File: config.mk
export PLATFORM = sky130hd
export DESIGN_NAME = psw_card_power
export DESIGN_NICKNAME = d
export VERILOG_FILES = /design/src/pkg/psw_pkg.sv /design/src/psw_card_power.sv /design/src/psw_sync.sv
export VERILOG_INCLUDE_DIRS = /design/src /design/src/pkg
export SDC_FILE = /design/constraint.sdc
export NUM_CORES = 1
export LEC_CHECK = 0
export BUFFER_PORTS_ARGS = -buffer_cell sky130_fd_sc_hd__buf_4
export CORE_AREA = 2 2 105 107
export DETAILED_ROUTE_END_ITERATION = 6
export DIE_AREA = 0 0 107 109
export GPL_TIMING_DRIVEN = 1
export PLACE_DENSITY = 0.67
export SYNTH_ARGS = -nofsm -noshare
export SYNTH_HDL_FRONTEND = slang
export SYNTH_SLANG_ARGS = --single-unit
File: constraint.sdc
create_clock -name pclk -period 2.05 [get_ports pclk]
set_input_delay 0.1025 -clock pclk [delete_from_list [all_inputs] [get_ports pclk]]
set_output_delay 0.1025 -clock pclk [all_outputs]
set_load 0.1 [all_outputs]
File: src/pkg/psw_regs.svh
// Register offsets, field positions, reset values and timing counts of the card power switch block.
`ifndef PSW_REGS_SVH
`define PSW_REGS_SVH

// ----------------------------------------------------------------------------
// Register byte offsets
// ----------------------------------------------------------------------------
`define PSW_OFF_GEN_CTRL        8'h00
`define PSW_OFF_POWER_REQ       8'h04
`define PSW_OFF_LINK_STATUS     8'h08
`define PSW_OFF_PRESENT_STATE   8'h0C

// ----------------------------------------------------------------------------
// General control fields
// ----------------------------------------------------------------------------
`define PSW_GC_RESEND_BIT       0
`define PSW_GC_VARIANT_BIT      10
`define PSW_GC_RESET            32'h0000_0000

// ----------------------------------------------------------------------------
// Power request fields
// ----------------------------------------------------------------------------
`define PSW_PR_A_VCC_LSB        0
`define PSW_PR_A_VPP_LSB        2
`define PSW_PR_B_VCC_LSB        8
`define PSW_PR_B_VPP_LSB        10
`define PSW_PR_SUPPLY_SHUTDOWN_N_N_BIT       16
`define PSW_PR_MASK             32'h0001_1F1F
`define PSW_PR_RESET            32'h0000_0000

// ----------------------------------------------------------------------------
// Link status and present state fields
// ----------------------------------------------------------------------------
`define PSW_LS_BUSY_BIT         31
`define PSW_LS_PENDING_BIT      30
`define PSW_LS_REQ_WORD_LSB     16
`define PSW_LS_SENT_WORD_LSB    0
`define PSW_PS_LOW_V_LSB        0
`define PSW_PS_EXTRA_V_LSB      2
`define PSW_PS_DET_1V8_LSB      4
`define PSW_PS_DET_3V3_LSB      6

// ----------------------------------------------------------------------------
// Link word layout and timing
// ----------------------------------------------------------------------------
`define PSW_WORD_BITS           11
`define PSW_PCLK_MHZ            20
`define PSW_HALF_PERIOD_NS      1000
`define PSW_HALF_CYC            ((`PSW_HALF_PERIOD_NS * `PSW_PCLK_MHZ + 999) / 1000)

`endif

File: src/pkg/psw_pkg.sv
// Types shared by the card power switch block.
package psw_pkg;

    typedef enum logic [4:0] {
        PSW_ST_IDLE      = 5'b00001,
        PSW_ST_DATA_LOW  = 5'b00010,
        PSW_ST_DATA_HIGH = 5'b00100,
        PSW_ST_LATCH_SET = 5'b01000,
        PSW_ST_LATCH_CLR = 5'b10000
    } psw_state_e;

    typedef logic [10:0] psw_word_t;

endpackage

File: src/psw_card_power.sv
// Card socket power control: APB registers, serial link to the power switch, card voltage flags.
`timescale 1ns/100ps
`include "psw_regs.svh"

module psw_card_power #(
    parameter int ADDR_W   = 8,
    parameter int HALF_CYC = `PSW_HALF_CYC
) (
    input  wire logic              pclk,
    input  wire logic              presetn,
    input  wire logic              psel,
    input  wire logic              penable,
    input  wire logic              pwrite,
    input  wire logic [ADDR_W-1:0] paddr,
    input  wire logic [31:0]       pwdata,
    output logic      [31:0]       prdata,
    output logic                   pready,
    output logic                   pslverr,
    input  wire logic [1:0]        card_det_3v3,
    input  wire logic [1:0]        card_det_1v8,
    output logic                   ser_data,
    output logic                   ser_clock,
    output logic                   ser_latch
);

    // ------------------------------------------------------------------------
    // Word assembly
    // ------------------------------------------------------------------------
    // Maps the socket request fields onto the switch word bit positions.
    function automatic psw_pkg::psw_word_t build_word(input logic [31:0] req);
        psw_pkg::psw_word_t w;
        w     = '0;
        w[0]  = req[`PSW_PR_A_VPP_LSB + 2];
        w[1]  = req[`PSW_PR_A_VPP_LSB + 1];
        w[9]  = req[`PSW_PR_A_VPP_LSB];
        w[3]  = req[`PSW_PR_A_VCC_LSB + 1];
        w[2]  = req[`PSW_PR_A_VCC_LSB];
        w[4]  = req[`PSW_PR_B_VPP_LSB + 2];
        w[5]  = req[`PSW_PR_B_VPP_LSB + 1];
        w[10] = req[`PSW_PR_B_VPP_LSB];
        w[6]  = req[`PSW_PR_B_VCC_LSB + 1];
        w[7]  = req[`PSW_PR_B_VCC_LSB];
        w[8]  = req[`PSW_PR_SUPPLY_SHUTDOWN_N_N_BIT];
        return w;
    endfunction

    // Decodes a register offset into a one-hot select.
    function automatic logic [3:0] decode_addr(input logic [ADDR_W-1:0] a);
        logic [3:0] s;
        s    = 4'h0;
        s[0] = (a == ADDR_W'(`PSW_OFF_GEN_CTRL));
        s[1] = (a == ADDR_W'(`PSW_OFF_POWER_REQ));
        s[2] = (a == ADDR_W'(`PSW_OFF_LINK_STATUS));
        s[3] = (a == ADDR_W'(`PSW_OFF_PRESENT_STATE));
        return s;
    endfunction

    // ------------------------------------------------------------------------
    // Declarations
    // ------------------------------------------------------------------------
    logic [31:0]          gen_ctrl_r;
    logic [31:0]          power_req_r;
    logic                 pending_r;
    psw_pkg::psw_word_t   shift_r;
    psw_pkg::psw_word_t   sent_word_r;
    logic [3:0]           bit_cnt_r;
    logic [15:0]          div_cnt_r;
    psw_pkg::psw_state_e  state_r;
    logic [1:0]           low_v_flag_r;
    logic [1:0]           extra_v_flag_r;
    logic [1:0]           det_3v3_s;
    logic [1:0]           det_1v8_s;
    logic [3:0]           sel_dec;
    logic                 acc_phase;
    logic                 wr_fire;
    logic                 req_change;
    logic                 resend_req;
    logic                 take_word;
    logic                 tick;
    logic                 busy;
    logic                 switch_variant_select;
    logic [31:0]          rd_mux;
    psw_pkg::psw_state_e  state_nxt;
    psw_pkg::psw_word_t   req_word;
    logic                 answer;
    logic                 last_bit;
    logic                 clock_rise;
    logic                 clock_fall;
    logic                 latch_rise;
    logic                 latch_fall;
    logic                 bit_step;

    assign switch_variant_select = gen_ctrl_r[`PSW_GC_VARIANT_BIT];
    assign sel_dec   = decode_addr(paddr);
    assign acc_phase = psel & penable;
    assign wr_fire   = acc_phase & pready & pwrite & ~pslverr;
    assign busy      = (state_r != psw_pkg::PSW_ST_IDLE);
    assign take_word = (state_r == psw_pkg::PSW_ST_IDLE) & pending_r;
    assign tick      = busy & (div_cnt_r == 16'(HALF_CYC - 1));
    assign answer    = acc_phase & ~pready;
    assign req_word  = build_word(power_req_r);
    assign last_bit  = (bit_cnt_r == 4'(`PSW_WORD_BITS - 1));

    // Half-period boundaries of the link, each one pclk cycle long.
    assign clock_rise = (state_r == psw_pkg::PSW_ST_DATA_LOW) & tick;
    assign clock_fall = (state_r == psw_pkg::PSW_ST_DATA_HIGH) & tick;
    assign latch_rise = (state_r == psw_pkg::PSW_ST_LATCH_SET) & tick;
    assign latch_fall = (state_r == psw_pkg::PSW_ST_LATCH_CLR) & tick;
    assign bit_step   = clock_fall & ~last_bit;

    // A power request write only starts a new word when the value really changes.
    assign req_change = wr_fire & sel_dec[1]
                      & ((pwdata & `PSW_PR_MASK) != power_req_r);
    assign resend_req = wr_fire & sel_dec[0] & pwdata[`PSW_GC_RESEND_BIT];

    // ------------------------------------------------------------------------
    // Input synchronisers
    // ------------------------------------------------------------------------
    psw_sync #(
        .WIDTH    (4)
    ) u_det_sync (
        .pclk     (pclk),
        .presetn  (presetn),
        .async_in ({card_det_1v8, card_det_3v3}),
        .sync_out ({det_1v8_s, det_3v3_s})
    );

    // ------------------------------------------------------------------------
    // APB slave handshake
    // ------------------------------------------------------------------------
    // One wait state: pready rises with data on the first access-phase edge, so the transfer ends on the second.
    always_comb begin
        rd_mux = 32'h0000_0000;
        case (1'b1)
            sel_dec[0]: rd_mux = gen_ctrl_r;
            sel_dec[1]: rd_mux = power_req_r;
            sel_dec[2]: begin
                rd_mux[`PSW_LS_BUSY_BIT]    = busy;
                rd_mux[`PSW_LS_PENDING_BIT] = pending_r;
                rd_mux[`PSW_LS_REQ_WORD_LSB +: `PSW_WORD_BITS]  = req_word;
                rd_mux[`PSW_LS_SENT_WORD_LSB +: `PSW_WORD_BITS] = sent_word_r;
            end
            sel_dec[3]: begin
                rd_mux[`PSW_PS_LOW_V_LSB +: 2]   = low_v_flag_r;
                rd_mux[`PSW_PS_EXTRA_V_LSB +: 2] = extra_v_flag_r;
                rd_mux[`PSW_PS_DET_1V8_LSB +: 2] = det_1v8_s;
                rd_mux[`PSW_PS_DET_3V3_LSB +: 2] = det_3v3_s;
            end
            default: rd_mux = 32'h0000_0000;
        endcase
    end

    always_ff @(posedge pclk or negedge presetn) begin
        if (!presetn) begin
            pready <= 1'b0;
        end else begin
            pready <= answer;
        end
    end

    // Only an address outside the four registers is refused.
    always_ff @(posedge pclk or negedge presetn) begin
        if (!presetn) begin
            pslverr <= 1'b0;
        end else begin
            pslverr <= answer & (sel_dec == 4'h0);
        end
    end

    // Read data stands only with pready, so the bus reads zero otherwise.
    always_ff @(posedge pclk or negedge presetn) begin
        if (!presetn) begin
            prdata <= 32'h0000_0000;
        end else if (answer & ~pwrite) begin
            prdata <= rd_mux;
        end else begin
            prdata <= 32'h0000_0000;
        end
    end

    // ------------------------------------------------------------------------
    // Control registers
    // ------------------------------------------------------------------------
    // The resend bit is a write-one action and never stored.
    always_ff @(posedge pclk or negedge presetn) begin
        if (!presetn) begin
            gen_ctrl_r <= `PSW_GC_RESET;
        end else if (wr_fire & sel_dec[0]) begin
            gen_ctrl_r <= 32'h0000_0000;
            gen_ctrl_r[`PSW_GC_VARIANT_BIT] <= pwdata[`PSW_GC_VARIANT_BIT];
        end
    end

    // Reset value keeps the shutdown bit low so all supplies float.
    always_ff @(posedge pclk or negedge presetn) begin
        if (!presetn) begin
            power_req_r <= `PSW_PR_RESET;
        end else if (wr_fire & sel_dec[1]) begin
            power_req_r <= pwdata & `PSW_PR_MASK;
        end
    end

    // A new request arriving in the cycle the word is taken keeps the flag set.
    always_ff @(posedge pclk or negedge presetn) begin
        if (!presetn) begin
            pending_r <= 1'b1;
        end else if (req_change | resend_req) begin
            pending_r <= 1'b1;
        end else if (take_word) begin
            pending_r <= 1'b0;
        end
    end

    // ------------------------------------------------------------------------
    // Half-period divider
    // ------------------------------------------------------------------------
    // Held at zero while idle so the first clock rise gets a full data setup.
    always_ff @(posedge pclk or negedge presetn) begin
        if (!presetn) begin
            div_cnt_r <= 16'h0000;
        end else if (~busy | tick) begin
            div_cnt_r <= 16'h0000;
        end else begin
            div_cnt_r <= div_cnt_r + 16'h0001;
        end
    end

    // ------------------------------------------------------------------------
    // Serial link sequencer
    // ------------------------------------------------------------------------
    // The state moves only on a divider tick, except when a new word is taken.
    always_comb begin
        state_nxt = state_r;
        case (state_r)
            psw_pkg::PSW_ST_IDLE: begin
                if (pending_r) begin
                    state_nxt = psw_pkg::PSW_ST_DATA_LOW;
                end
            end
            psw_pkg::PSW_ST_DATA_LOW: begin
                if (tick) begin
                    state_nxt = psw_pkg::PSW_ST_DATA_HIGH;
                end
            end
            psw_pkg::PSW_ST_DATA_HIGH: begin
                if (tick) begin
                    state_nxt = last_bit ? psw_pkg::PSW_ST_LATCH_SET : psw_pkg::PSW_ST_DATA_LOW;
                end
            end
            psw_pkg::PSW_ST_LATCH_SET: begin
                if (tick) begin
                    state_nxt = psw_pkg::PSW_ST_LATCH_CLR;
                end
            end
            psw_pkg::PSW_ST_LATCH_CLR: begin
                if (tick) begin
                    state_nxt = psw_pkg::PSW_ST_IDLE;
                end
            end
            default: state_nxt = psw_pkg::PSW_ST_IDLE;
        endcase
    end

    always_ff @(posedge pclk or negedge presetn) begin
        if (!presetn) begin
            state_r <= psw_pkg::PSW_ST_IDLE;
        end else begin
            state_r <= state_nxt;
        end
    end

    // Loads the word and steps through its bits, D0 first.
    always_ff @(posedge pclk or negedge presetn) begin
        if (!presetn) begin
            shift_r   <= '0;
            bit_cnt_r <= 4'h0;
            ser_data  <= 1'b0;
        end else if (take_word) begin
            shift_r   <= req_word;
            bit_cnt_r <= 4'h0;
            ser_data  <= req_word[0];
        end else if (bit_step) begin
            bit_cnt_r <= bit_cnt_r + 4'h1;
            ser_data  <= shift_r[bit_cnt_r + 4'h1];
        end
    end

    // The link clock rises mid-bit and falls as the next bit is put out.
    always_ff @(posedge pclk or negedge presetn) begin
        if (!presetn) begin
            ser_clock <= 1'b0;
        end else if (clock_rise) begin
            ser_clock <= 1'b1;
        end else if (clock_fall | (state_r != psw_pkg::PSW_ST_DATA_HIGH)) begin
            ser_clock <= 1'b0;
        end
    end

    // The latch rises a half period after the last clock fall, clock held low.
    always_ff @(posedge pclk or negedge presetn) begin
        if (!presetn) begin
            ser_latch <= 1'b0;
        end else if (latch_rise) begin
            ser_latch <= 1'b1;
        end else if (latch_fall | (state_r != psw_pkg::PSW_ST_LATCH_CLR)) begin
            ser_latch <= 1'b0;
        end
    end

    // Records the word once the latch has applied it to the switch.
    always_ff @(posedge pclk or negedge presetn) begin
        if (!presetn) begin
            sent_word_r <= '0;
        end else if (latch_rise) begin
            sent_word_r <= shift_r;
        end
    end

    // ------------------------------------------------------------------------
    // Card voltage flags
    // ------------------------------------------------------------------------
    // A 1.8 V core card lands on one flag or the other per the variant select.
    always_ff @(posedge pclk or negedge presetn) begin
        if (!presetn) begin
            low_v_flag_r   <= 2'b00;
            extra_v_flag_r <= 2'b00;
        end else begin
            low_v_flag_r   <= det_3v3_s
                            | (det_1v8_s & {2{~switch_variant_select}});
            extra_v_flag_r <= det_1v8_s & {2{switch_variant_select}};
        end
    end

endmodule // psw_card_power

File: src/psw_sync.sv
// Two-flop synchroniser for a group of level inputs.
`timescale 1ns/100ps

module psw_sync #(
    parameter int WIDTH = 1
) (
    input  wire logic             pclk,
    input  wire logic             presetn,
    input  wire logic [WIDTH-1:0] async_in,
    output logic      [WIDTH-1:0] sync_out
);

    logic [WIDTH-1:0] meta_r;

    always_ff @(posedge pclk or negedge presetn) begin
        if (!presetn) begin
            meta_r   <= '0;
            sync_out <= '0;
        end else begin
            meta_r   <= async_in;
            sync_out <= meta_r;
        end
    end

endmodule // psw_sync
==> impl_metrics.json <==
{
  "mostFrequentLayoutCell": "dfrtp_1",
  "finalCriticalPeriod_ns": 1.99,
  "ir_drop_uv": 365,
  "final_cell_mix": "95 x dfrtp_1, 89 x buf_4, 50 x nand2_1, 38 x nor2_1, 25 x mux2_2",
  "synth-simple-area-share": 0.187,
  "drive_gt1_frac": 0.329,
  "yosysUniqueCellTypes": 56,
  "syn_to_final_growth_pct": 26.8,
  "h-tree-depth": 3,
  "core-area_um2": 10600,
  "status": "complete, no violations",
  "cts_made_buffers": 9,
  "synth-compound-area-share": 0.0556,
  "antenna_found_initial": 0,
  "grt_max_degree": 45,
  "hold_viol_final": 0,
  "clk_latency_ns": 0.38,
  "ant_nets": 0,
  "synthCells": 404,
  "portBuffers": 58,
  "final_nets": 558,
  "dp_hpwl_um": 6850,
  "slew_headroom": 0.593,
  "clk_pin_slew_ns": 0.10,
  "syn_area_per_cell_um2": 11.4,
  "synth_top_family_by_area": "simple AND/OR/NAND/NOR gates",
  "maxCapViolations": 0,
  "ys_ff_latch": 103,
  "p_leak_nw": 2.82,
  "p_int_mw": 3.39,
  "grt_first_pass_wirelength_um": 15700,
  "grt_overflow_total": 0,
  "wirelength_um": 9840,
  "rsz0062_at_grt": "yes",
  "pwr_density_cell_nw_per_um2": 859,
  "ios": 86,
  "dr.pass1.iters": 4,
  "hold_ws_ns": 0.0175,
  "crit_required_ns": 2.32,
  "diodes": 0,
  "clk_path_buf_depth": 2,
  "cp_max_fo": 6,
  "synth-edff-count": 0,
  "synth_warnings": 0,
  "setup_viol": 0,
  "cts.sinks": 103,
  "crit_slowest_cell": "dfrtp_1",
  "drtIter0Drc": 155,
  "track_usage": 0.175,
  "p_sw_frac": 0.323,
  "power.switching_mw": 1.62,
  "ys_seq_area_frac": 0.562,
  "synthFlopType": "dfrtp_1",
  "cts_root_buffer": "clkbuf_8",
  "die_area_um2": 11700,
  "syn_area_um2": 4590,
  "viasPerCell": 5.02,
  "p_clk_frac": 0.245,
  "tightest_slew_ns": 0.609,
  "arrival_ns": 2.25,
  "routabilityCongestion": 0.810,
  "drc": 0,
  "synthMuxAreaShare": 0.101,
  "critPathCaptureType": "flop",
  "slew_violations": 0,
  "crit_path_cell_trace": "ha_4, nor4b_4, and4_1, nand2_2, nor3_4, buf_6, mux2_2",
  "fmax_ghz": 0.504,
  "finalCritPeriodShare": 0.969,
  "critical-path-max-stage-delay_ns": 0.40,
  "wl_per_cell_um": 15.1,
  "start_kind": "flop",
  "vias": 3269,
  "combPwrFrac": 0.294,
  "synth-xor-area-share": 0.0496,
  "pwr-share-seq": 0.462,
  "die_h_um": 109,
  "start_util": 0.433,
  "finalClockSkew_ns": 0.0124,
  "final_cell_area_um2": 5820,
  "cts_tree": "built",
  "async_flop_share": 1.00,
  "die_w_um": 107,
  "fin_tns_setup_ns": 0,
  "min_path_type": "input port to flop",
  "synth_fa_ha_area_frac": 0.00817,
  "rows": 38,
  "post_dp_cell_area_um2": 5270,
  "grt_pass1_vias": 3201,
  "critPathKind": "flop to flop"
}
[cell type report]
class,count,area [µm²]
Inverter,6,22.5
Multi-Input combinational cell,278,1980
Tap cell,140,175
Clock inverter,7,62.6
Clock buffer,9,124
Timing Repair Buffer,108,871
Fill cell,904,4780
Sequential cell,103,2590
[critical path: cells and delay by family (launching register included)]
| family | cells | cell delay (ns) |
|---|---|---|
| flip-flops | 1 | 0.40 |
| adder cells (fa/ha/maj) | 1 | 0.16 |
| buffers and inverters | 1 | 0.18 |
| AND/OR/NAND/NOR | 4 | 0.82 |
| multiplexers | 1 | 0.33 |
[power by group through the flow]
stage	sequential [mW]	combinational, mW	clock (mW)
floorplan	2.33	0.824	0
CTS	2.28	1.31	1.27
finish	2.31	1.47	1.22
global placement	2.30	1.19	0
global route	2.33	1.61	1.34
detailed placement	2.31	1.22	0
[synth_stat cells, types with 2 or more instances]
library cell / count / area share
buf_6: 4 / 0.0098
buf_2: 2 / 0.0022
a21o_1: 2 / 0.0033
or3_1: 5 / 0.0068
buf_4: 7 / 0.011
inv_1: 6 / 0.0049
dfrtp_1: 101 / 0.55
nand3b_1: 3 / 0.0049
mux2i_1: 6 / 0.013
nor2b_1: 4 / 0.0054
nand2_1: 50 / 0.041
xnor2_1: 10 / 0.019
and2_1: 17 / 0.023
mux2_2: 30 / 0.074
buf_1: 3 / 0.0025
nand3_1: 12 / 0.013
nor4_1: 3 / 0.0041
nand4_1: 4 / 0.0054
a22oi_1: 8 / 0.013
nor4b_2: 2 / 0.0065
mux2_4: 3 / 0.0098
a211oi_1: 2 / 0.0033
dfstp_2: 2 / 0.011
nor2_1: 38 / 0.031
a21oi_1: 6 / 0.0065
nor3_1: 8 / 0.0087
ha_1: 3 / 0.0082
clkbuf_1: 6 / 0.0049
and4_1: 2 / 0.0038
o21ai_0: 8 / 0.0087
xor2_1: 16 / 0.031
and3_1: 6 / 0.0082
o21ai_1: 2 / 0.0022
[layer usage]
| metal | wire length, µm | track usage |
|---|---|---|
| met1 | 4510 | 0.234 |
| met2 | 4860 | 0.287 |
| met3 | 299 | 0.0281 |
| met4 | 176 | 0.0751 |
| met5 | 0 | 0 |
[worst paths after layout]
| kind | cells after the start | endpoint | start | slack (ns) |
|---|---|---|---|---|
| hold reg to reg | 0 | u_det_sync.sync_out[2] | u_det_sync.meta_r[2] | 0.36 |
| min in group asynchronous | 2 | prdata[30] | presetn | 0.23 |
| hold / removal | 3 | pready | penable | 0.02 |
| max in group asynchronous | 3 | pslverr | presetn | 1.13 |
| setup / recovery | 7 | sent_word_r[3] | div_cnt_r[1] | 0.06 |
| setup reg to reg | 7 | sent_word_r[3] | div_cnt_r[1] | 0.06 |
[repair_timing]
item	4_1_cts	5_1_grt
hold endpoints to repair	54	0
hold buffers	16	0
endpoints found under the setup margin	12	14
pin swaps	0	8
resized for setup	5	24
buffers inserted	1	9
cloned	0	1
[cell families after synthesis]
kind of cell	after synthesis
adders and majority gates	3
muxes	40
and+or+nand+nor	166
AOI/OAI and AO/OA	37
DFF	103
xor gates and xnor gates	26
other	1
buffers and inverters	28
[registers in the layout, indices dropped and copies added, names as in the netlist, 2 cells and up]
name / flops
sent_word_r: 11
low_v_flag_r: 2
power_req_r: 11
extra_v_flag_r: 2
bit_cnt_r: 4
u_det_sync.meta_r: 4
prdata: 26
shift_r: 11
div_cnt_r: 16
u_det_sync.sync_out: 4
state_r: 5
[stage by stage]
stage          power [mW]  utilization  setup WS, ns  cells
2_1_floorplan        3.15            -       0.00233    409
3_3_place_gp         3.49        0.497        0.0151    608
3_5_place_dp         3.54        0.497       -0.0492    608
4_1_cts              4.86        0.533        0.0106    641
5_1_grt              5.28        0.549       -0.0376    651
6_report             5.00        0.549        0.0641    651
(Power assumes the default switching activity.)
